[config.mk]
export PLATFORM = sky130hd
export DESIGN_NAME = fhp_ports
export DESIGN_NICKNAME = d
export VERILOG_FILES = /design/src/fhp_pkg.sv /design/src/fhp_sync.sv /design/src/fhp_ports.sv
export SDC_FILE = /design/constraint.sdc
export NUM_CORES = 1
export LEC_CHECK = 0
export ABC_AREA = 1
export BUFFER_PORTS_ARGS = -buffer_cell sky130_fd_sc_hd__buf_4
export CORE_UTILIZATION = 51
export DETAILED_ROUTE_END_ITERATION = 10
export PLACE_DENSITY_LB_ADDON = 0.2
export SLEW_MARGIN = 0
export SYNTH_ARGS = -nofsm -noshare
export SYNTH_HDL_FRONTEND = slang
export SYNTH_SLANG_ARGS = --single-unit
[constraint.sdc]
create_clock -name clk -period 2.8 [get_ports clk]
set_input_delay 0.28 -clock clk [delete_from_list [all_inputs] [get_ports clk]]
set_output_delay 0.28 -clock clk [all_outputs]
set_load 0.02 [all_outputs]
[src/fhp_pkg.sv]
// package for the floppy board host port block
`default_nettype none
package fhp_pkg;
    localparam logic [7:0] FHP_PORT_DRIVE = 8'hF3;
    localparam logic [7:0] FHP_PORT_STATCMD = 8'hF4;
    localparam logic [7:0] FHP_PORT_TRACK = 8'hF5;
    localparam logic [7:0] FHP_PORT_SECTOR = 8'hF6;
    localparam logic [7:0] FHP_PORT_DATA = 8'hF7;
    localparam int FHP_BIT_SIDE = 4;
    localparam int FHP_BIT_MINI = 5;
    localparam int FHP_BIT_SDEN = 6;
    localparam int FHP_BIT_WAIT = 7;
    localparam logic [7:0] FHP_DRIVE_RESET = 8'h00;
    localparam logic [7:0] FHP_VECTOR_DEFAULT = 8'h36;
    localparam logic [7:0] FHP_PRECOMP_TRACK = 8'h2B;
    localparam logic [7:0] FHP_REG_RESET = 8'h00;

    // host bus access, one cycle strobe
    typedef struct packed {
        logic rd;
        logic wr;
        logic [7:0] addr;
        logic [7:0] wdata;
    } fhp_bus_type;

    // pass-through strobes to the formatter chip
    typedef struct packed {
        logic rd;
        logic wr;
        logic [1:0] sel;
        logic [7:0] wdata;
    } fhp_fmt_type;
endpackage : fhp_pkg
`default_nettype wire

[src/fhp_sync.sv]
// two flip-flop synchroniser for pin inputs
`default_nettype none
module fhp_sync #(
    parameter int WIDTH = 1
) (
    input wire logic clk, // system clock
    input wire logic rst, // async reset
    input wire logic [WIDTH-1:0] din, // asynchronous pin level
    output logic [WIDTH-1:0] dout // synchronised level
);
    logic [WIDTH-1:0] stage1;

    // first stage feeds only the second
    always_ff @(posedge clk or posedge rst) begin
        if (rst) begin
            stage1 <= '0;
            dout <= '0;
        end else begin
            stage1 <= din;
            dout <= stage1;
        end
    end
endmodule : fhp_sync
`default_nettype wire

[src/fhp_ports.sv]
// host port decoder and drive control register of the floppy board
`default_nettype none
module fhp_ports
    import fhp_pkg::*;
(
    input wire logic clk, // 50 MHz system clock
    input wire logic rst, // async reset, active high
    input wire fhp_bus_type bus, // host I/O access strobes
    output logic [7:0] rdata, // host read data
    output logic rvalid, // read data valid, one cycle
    output logic wait_req, // host wait state request
    output fhp_fmt_type fmt, // strobes to the formatter
    input wire logic [7:0] fmt_rdata, // formatter read data
    input wire logic fmt_busy, // formatter access in progress
    input wire logic fmt_intrq, // formatter interrupt request
    input wire logic pri_in_n, // priority chain input, low grants
    output logic pri_out_n, // priority chain output
    output logic int_req_n, // bus interrupt request
    input wire logic [7:0] vec_jumper_n, // vector jumpers, fitted pulls low
    output logic [7:0] vector, // interrupt vector
    input wire logic size_soft_jmp, // jumper: software size control
    input wire logic size_mini_jmp, // jumper: hardwired 5.25-inch
    input wire logic one_sided_pin, // two-sided sense, high single sided
    output logic drive_zero_select, // drive 0 select
    output logic drive_one_select, // drive 1 select
    output logic drive_two_select, // drive 2 select
    output logic drive_three_select, // drive 3 select
    output logic side_one, // side 1 select
    output logic mini_drive, // 5.25-inch media in use
    output logic double_density_enable_n, // low for double density
    output logic precomp_en // write precompensation enable
);
    typedef struct packed {
        logic [7:0] cmd;
        logic [7:0] rdata;
        logic rvalid;
        logic waiting;
        fhp_fmt_type fmt;
        logic [7:0] track;
        logic [7:0] vector;
        logic int_req_n;
        logic pri_out_n;
        logic mini;
        logic precomp;
    } fhp_state_type;

    fhp_state_type st;
    fhp_state_type next_st;
    logic [5:0] pins_sync;
    logic hit;
    logic [2:0] idx;
    logic [7:0] status_byte;

    // pins arrive from outside the clock domain
    fhp_sync #(.WIDTH(6)) u_sync (
        .clk(clk),
        .rst(rst),
        .din({fmt_intrq, pri_in_n, size_soft_jmp, size_mini_jmp, one_sided_pin, fmt_busy}),
        .dout(pins_sync)
    );

    logic [7:0] vec_sync;
    fhp_sync #(.WIDTH(8)) u_vsync (
        .clk(clk),
        .rst(rst),
        .din(vec_jumper_n),
        .dout(vec_sync)
    );

    // address decode and status byte
    always_comb begin
        hit = (bus.addr >= FHP_PORT_DRIVE) && (bus.addr <= FHP_PORT_DATA);
        idx = 3'(bus.addr - FHP_PORT_DRIVE);
        status_byte = {pins_sync[1], st.cmd[FHP_BIT_SDEN],
                       st.mini, st.cmd[FHP_BIT_SIDE], st.cmd[3:0]};
    end

    // next state
    always_comb begin
        next_st = st;
        next_st.rvalid = 1'b0;
        next_st.fmt.rd = 1'b0;
        next_st.fmt.wr = 1'b0;
        // fitted jumper reads as one
        next_st.vector = ~vec_sync;
        if (bus.wr && hit) begin
            if (idx == 3'd0) begin
                next_st.cmd = bus.wdata;
            end else begin
                next_st.fmt.wr = 1'b1;
                next_st.fmt.sel = 2'(idx - 3'd1);
                next_st.fmt.wdata = bus.wdata;
                if (idx == 3'd2) begin
                    next_st.track = bus.wdata;
                end
            end
        end
        // size follows the new command on the same edge as the select pins
        next_st.mini = pins_sync[3] ? next_st.cmd[FHP_BIT_MINI] : pins_sync[2];
        if (bus.rd && hit) begin
            next_st.rvalid = 1'b1;
            if (idx == 3'd0) begin
                next_st.rdata = status_byte;
            end else begin
                next_st.fmt.rd = 1'b1;
                next_st.fmt.sel = 2'(idx - 3'd1);
                next_st.rdata = fmt_rdata;
            end
        end
        // wait states only on formatter ports and only when enabled
        next_st.waiting = st.cmd[FHP_BIT_WAIT] && hit && (bus.rd || bus.wr)
                          && (idx != 3'd0) && pins_sync[0];
        // request only while the chain input grants (low), otherwise pass the grant on
        next_st.int_req_n = ~(pins_sync[5] && ~pins_sync[4]);
        next_st.pri_out_n = pins_sync[4] | pins_sync[5];
        next_st.precomp = ~st.cmd[FHP_BIT_SDEN] && (st.track > FHP_PRECOMP_TRACK);
    end

    // state register
    always_ff @(posedge clk or posedge rst) begin
        if (rst) begin
            st <= '0;
            st.cmd <= FHP_DRIVE_RESET;
            st.int_req_n <= 1'b1;
            st.pri_out_n <= 1'b1;
            st.vector <= FHP_VECTOR_DEFAULT;
            st.track <= FHP_REG_RESET;
        end else begin
            st <= next_st;
        end
    end

    // outputs straight from state flip-flops
    assign rdata = st.rdata;
    assign rvalid = st.rvalid;
    assign wait_req = st.waiting;
    assign fmt = st.fmt;
    assign pri_out_n = st.pri_out_n;
    assign int_req_n = st.int_req_n;
    assign vector = st.vector;
    assign drive_zero_select = st.cmd[0];
    assign drive_one_select = st.cmd[1];
    assign drive_two_select = st.cmd[2];
    assign drive_three_select = st.cmd[3];
    assign side_one = st.cmd[FHP_BIT_SIDE];
    assign mini_drive = st.mini;
    assign double_density_enable_n = st.cmd[FHP_BIT_SDEN];
    assign precomp_en = st.precomp;
endmodule : fhp_ports
`default_nettype wire

==> results of run 1 <==
[synth_stat cells, drive strengths merged]
master,number
or2,1
inv,29
dfstp,6
nand2,77
nor3,1
a21oi,1
nor3b,1
dfrtp,70
o211ai,1
clkbuf,3
nand3,3
buf,32
nand4,2
o21ai,36
nor2,7
clkinv,1
nor4,1
o2111ai,2
[final timing paths]
path / start / end / slack, ns / cells past startpoint
setup / recovery: bus[11] / drive_three_select / 1.44 / 6
hold / removal: fmt_intrq / u_sync.stage1[5] / 0.04 / 1
setup reg to reg: st[47] / mini_drive / 1.95 / 6
hold reg to reg: u_vsync.stage1[4] / u_vsync.dout[4] / 0.35 / 0
max in group asynchronous: rst / vector[4] / 1.99 / 3
min in group asynchronous: rst / vector[3] / 0.09 / 2
[worst max-delay path: stages]
cell	delay (ns)
buf_4	0.11
nor2_1	0.14
nand4_1	0.39
nor2_2	0.49
nand2_1	0.12
o21ai_0	0.09
[per-layer routing]
| metal | vias up | global-route usage | share of wire |
|---|---|---|---|
| li1 | 938 | - | - |
| met1 | 881 | 0.2512 | 0.45 |
| met2 | 57 | 0.3027 | 0.49 |
| met3 | 7 | 0.03882 | 0.047 |
| met4 | 0 | 0.09057 | 0.016 |
| met5 | - | 0 | 0 |
[layout make-up]
class,count,share of cell area
Sequential cell,76,0.5257
Multi-Input combinational cell,133,0.1798
Timing Repair Buffer,83,0.1750
Clock buffer,10,0.03789
Inverter,30,0.03100
Clock inverter,6,0.02584
Tap cell,72,0.02480
[stage by stage]
step	area (sq um)	setup slack, ns	hold WS [ns]
finish	3632	1.440	0.04050
global route	3632	1.293	0.02003
CTS	3632	1.457	0.02201
detailed placement	3401	1.100	0.3347
global placement	3401	1.179	0.3315
floorplan	2933	0.5916	0.3114
[cell families (layout without fill, tap and decap cells)]
| family | after synthesis | count (layout) | share of synthesized area |
|---|---|---|---|
| simple gates | 93 | 93 | 0.1433 |
| flops | 76 | 76 | 0.6510 |
| buf+inv | 65 | 129 | 0.1263 |
| compound gates | 40 | 40 | 0.07935 |
[placed cells by master (no fill, tap or decap)]
master / instances
buf_4: 82
nand2_1: 75
dfrtp_1: 70
o21ai_0: 30
inv_1: 27
clkbuf_8: 10
o21ai_2: 6
dfstp_2: 6
nor2_1: 3
nand2_2: 2
nand3_1: 2
nand4_1: 2
nor2_2: 2
inv_2: 2
o2111ai_1: 2
bufinv_16: 2
inv_6: 2
nor2_8: 1
nor3b_1: 1
nand3_4: 1
clkinv_1: 1
nor2_4: 1
o211ai_1: 1
nor4_2: 1
or2_2: 1
a21oi_1: 1
nor3_1: 1
clkinvlp_4: 1
clkinv_4: 1
buf_12: 1
[state kept, by name, indices dropped and copies added (netlist names)]
name                     count
drive_two_select             1
drive_zero_select            1
drive_one_select             1
u_vsync.stage1               8
vector                       8
double_density_enable_n      1
rvalid                       1
st                           8
precomp_en                   1
mini_drive                   1
rdata                        8
u_vsync.dout                 8
wait_req                     1
u_sync.stage1                6
side_one                     1
int_req_n                    1
pri_out_n                    1
u_sync.dout                  6
fmt                         12
drive_three_select           1
[where the power goes]
part / switching, mW / total (mW) / internal [mW]
logic: 0.178 / 0.313 / 0.135
clock network: 0.409 / 0.943 / 0.534
registers: 0.0340 / 1.21 / 1.18
total: 0.621 / 2.47 / 1.85
==> impl_metrics.tcl, run 1 <==
set metrics [dict create \
    status "finished clean" \
    clockBufferDepth 2 \
    cts_max_level 3 \
    crit_path_max_fanout 13 \
    drcViolationCount 0 \
    cts_root_buffer "clkbuf_8" \
    place_congestion 0.7848 \
    synth_top_area_frac 0.5973 \
    first_pass_iters 4 \
    power_density_nw_per_um2 679.6 \
    path_clk_slew_ns 0.08 \
    fp.coreArea_sq_um 5540 \
    clk_latency_ns 0.34 \
    drive_gt1_frac 0.3609 \
    nets 375 \
    cts_resized 0 \
    grtUsageTotal 0.1904 \
    syn-num-nets 316 \
    synth_cell_types 28 \
    fin_skew_ns 0.006512 \
    worstMarginPinSlew_ns 0.7865 \
    initial_utilization 0.5294 \
    peakVddDrop_mv 0.5547 \
    first_global_vias 1764 \
    endpoint_kind "flip-flop" \
    dieArea_sq_um 6058 \
    die_height_microns 77.83 \
    postRouteAntennaNets 0 \
    crit_type "in2reg" \
    hold_viol_final 0 \
    rsz0062_at_grt "false" \
    die_w_microns 77.83 \
    grt_start_max_net_pins 40 \
    fillers 451 \
    total_power_mw 2.469 \
    initialDrtViolationCount 142 \
    post-cts-setup-buffer-count 0 \
    synth_area_per_cell_sq_um 10.70 \
    slew_violations 0 \
    viasPerCell 4.593 \
    cp-start-kind "primary input" \
    n_antenna_cell 0 \
    yosysTopAreaCell "dfrtp_1" \
    max_cap_viol_count 0 \
    buffer_ports.inserted 81 \
    dp_hpwl_microns 3690 \
    worstPathRequired_ns 3.06 \
    areaGrowthSynthToFinish_pct 23.85 \
    final.period_utilization 0.4857 \
    ios 82 \
    multi_input_area_sq_um 653.1 \
    tns_ns 0 \
    seqCellArea_sq_um 1909 \
    period_needed_ns 1.360 \
    cts_num_sinks 76 \
    ys_seq_area_frac 0.6510 \
    worstPathArrival_ns 1.62 \
    detail_route.wirelength_microns 5133 \
    max_slew_margin 0.4749 \
    max_clock_freq_mhz 735.3 \
    synthTopCellsByArea "dfrtp_1 60%, nand2_1 9.6%, buf_4 7.4%, dfstp_2 5.4%, o21ai_0 5.1%" \
    p_leak_nw 1.935 \
    route.detailed.wl_per_inst_microns 12.52 \
    dpl.cell_count 394 \
    cts_tree "yes" \
    num_rows 27 \
    yosys_warnings 0 \
    antenna_found_initial 0 \
    hold_buffers 0 \
    grt_pass1_wl_microns 8487 \
    hp-class "in2reg" \
    ys_ff_latch 76 \
    setup_viol 0 \
    synthesis.area_sq_um 2933 \
    grt_overflow 0 \
    final-instance-count-excl-fill 410 \
    num_vias 1883 \
    syn_inst 274 \
    cts_buffers 9 \
    fin_util 0.6556 \
]
No activity file was read; power rests on OpenSTA's default activity.
==> run 2: changes to the inputs <==
--- a/config.mk
+++ b/config.mk
@@ -7,7 +7,7 @@
 export LEC_CHECK = 0
 export ABC_AREA = 1
 export BUFFER_PORTS_ARGS = -buffer_cell sky130_fd_sc_hd__buf_4
-export CORE_UTILIZATION = 51
+export CORE_UTILIZATION = 46
 export DETAILED_ROUTE_END_ITERATION = 10
 export PLACE_DENSITY_LB_ADDON = 0.2
 export SLEW_MARGIN = 0
==> constraint.sdc (replaced) <==
create_clock -name clk -period 1.23 [get_ports clk]
set_input_delay 0.123 -clock clk [delete_from_list [all_inputs] [get_ports clk]]
set_output_delay 0.123 -clock clk [all_outputs]
set_load 0.02 [all_outputs]
==> impl_metrics.tcl, run 2 (synthesis gave the netlist of run 1 again) <==
set metrics [dict create \
    status "finished clean" \
    cts_max_level 3 \
    cts_buffers 9 \
    cp_top_family "flip-flops" \
    tns_ns 0 \
    slowest_stage "dfstp_2" \
    total_power_mw 5.828 \
    grt_pass1_wl_microns 9045 \
    final_common_cell "buf_4" \
    drive_gt1_frac 0.3534 \
    peakVddDrop_mv 0.9171 \
    cp.depth 1 \
    hold_viol_final 0 \
    post-place-ws_ns 0.04986 \
    hp-class "in2reg" \
    max_clock_freq_mhz 885.3 \
    drcViolationCount 0 \
    max_slew_margin 0.7317 \
    worstRegToRegCells 6 \
    first_global_vias 1879 \
    die_w_microns 81.85 \
    fillers 525 \
    dieArea_sq_um 6699 \
    initial_utilization 0.4867 \
    whs_path_depth 3 \
    grt_overflow 0 \
    fp.coreArea_sq_um 6026 \
    die_height_microns 81.85 \
    cp-start-kind "flip-flop" \
    clockBufferDepth 2 \
    period_needed_ns 1.130 \
    initialDrtViolationCount 101 \
    antenna_found_initial 0 \
    cts_num_sinks 76 \
    crit_type "reg2out" \
    path_clk_slew_ns 0.08 \
    max_cap_viol_count 0 \
    endpoint_kind "output pin" \
    cts_root_buffer "clkbuf_8" \
    cts_tree "yes" \
    worstPathArrival_ns 1.01 \
    areaGrowthSynthToFinish_pct 33.15 \
    p_leak_nw 2.055 \
    num_vias 1979 \
    largest_reg_flops 12 \
    power_density_nw_per_um2 1492 \
    grt_start_max_net_pins 44 \
    clk_latency_ns 0.34 \
    place_congestion 0.7873 \
    critPathBufInv 1 \
    crit_path_max_fanout 1 \
    slew_violations 0 \
    path_cells "buf_4" \
    layout_common_cells "89 x buf_4, 75 x nand2_1, 70 x dfrtp_1, 30 x o21ai_0, 27 x inv_1" \
    hold_buffers 20 \
    fin_skew_ns 0.006688 \
    finalWorstSetupSlack_ns 0.1005 \
    num_rows 28 \
    grtUsageTotal 0.1888 \
    nets 402 \
    postRouteAntennaNets 0 \
    detail_route.wirelength_microns 5573 \
    reg2reg_slack_ns 0.35 \
    worstPathRequired_ns 1.11 \
    setup_viol 0 \
    buffer_ports.inserted 81 \
    first_pass_iters 4 \
    route.detailed.wl_per_inst_microns 12.67 \
    dpl.cell_count 404 \
    ios 82 \
    n_antenna_cell 0 \
    post-cts-setup-buffer-count 0 \
    fin_util 0.6480 \
    final.period_utilization 0.9183 \
    viasPerCell 4.498 \
    cts_resized 0 \
    final-instance-count-excl-fill 440 \
    rsz0062_at_grt "false" \
    slowest_delay_ns 0.53 \
    worstMarginPinSlew_ns 0.4024 \
    dp_hpwl_microns 3985 \
]
-- run 2: cell types whose count changed in the layout (fill, tap and decap cells not counted), sizes merged --
cell         change
dlygate4sd3     +20
buf              +7
bufinv           +1
clkbuf           -1
clkinvlp         +1
inv              -1
-- run 2: cell type report --
| type | instances | area, sq um | area share |
|---|---|---|---|
| tap | 75 | 93.84 | 0.02403 |
| multi-input combinational | 133 | 653.1 | 0.1673 |
| inverter | 30 | 116.4 | 0.02980 |
| timing repair buffer | 110 | 888.4 | 0.2275 |
| clock buffer | 9 | 123.9 | 0.03172 |
| sequential | 76 | 1909 | 0.4889 |
| clock inverter | 7 | 120.1 | 0.03076 |
-- run 2: through the flow --
| step | instance area [sq um] | hold slack (ns) |
|---|---|---|
| after floorplan | 2937 | 0.1544 |
| after global placement | 3461 | 0.2047 |
| after detailed placement | 3461 | 0.2093 |
| after CTS | 3905 | 0.004026 |
| after global routing | 3905 | 0.01533 |
| final | 3905 | 0.01428 |
-- run 2: metal layers --
metal,part of all wire,vias to the layer above,track usage
li1,-,993,-
met4,0.020,0,0.08947
met3,0.047,9,0.04111
met5,0,-,0
met2,0.51,53,0.2959
met1,0.43,924,0.2493
-- run 2: worst paths after layout --
path | startpoint | endpoint
setup reg to reg | st[47] | mini_drive
min in group asynchronous | rst | u_vsync.stage1[6]
setup / recovery | int_req_n | int_req_n
hold / removal | bus[3] | fmt[3]
max in group asynchronous | rst | drive_zero_select
hold reg to reg | u_vsync.stage1[4] | u_vsync.dout[4]
-- run 2: report_power, final --
group / switching, mW / internal (mW)
combinational: 0.417 / 0.357
sequential: 0.0812 / 2.68
clock: 0.932 / 1.36
total: 1.43 / 4.40
-- run 2: worst min-delay path: stages --
cell and delay, ns:
buf_4 0.10, nand2_1 0.05, nand2_1 0.05
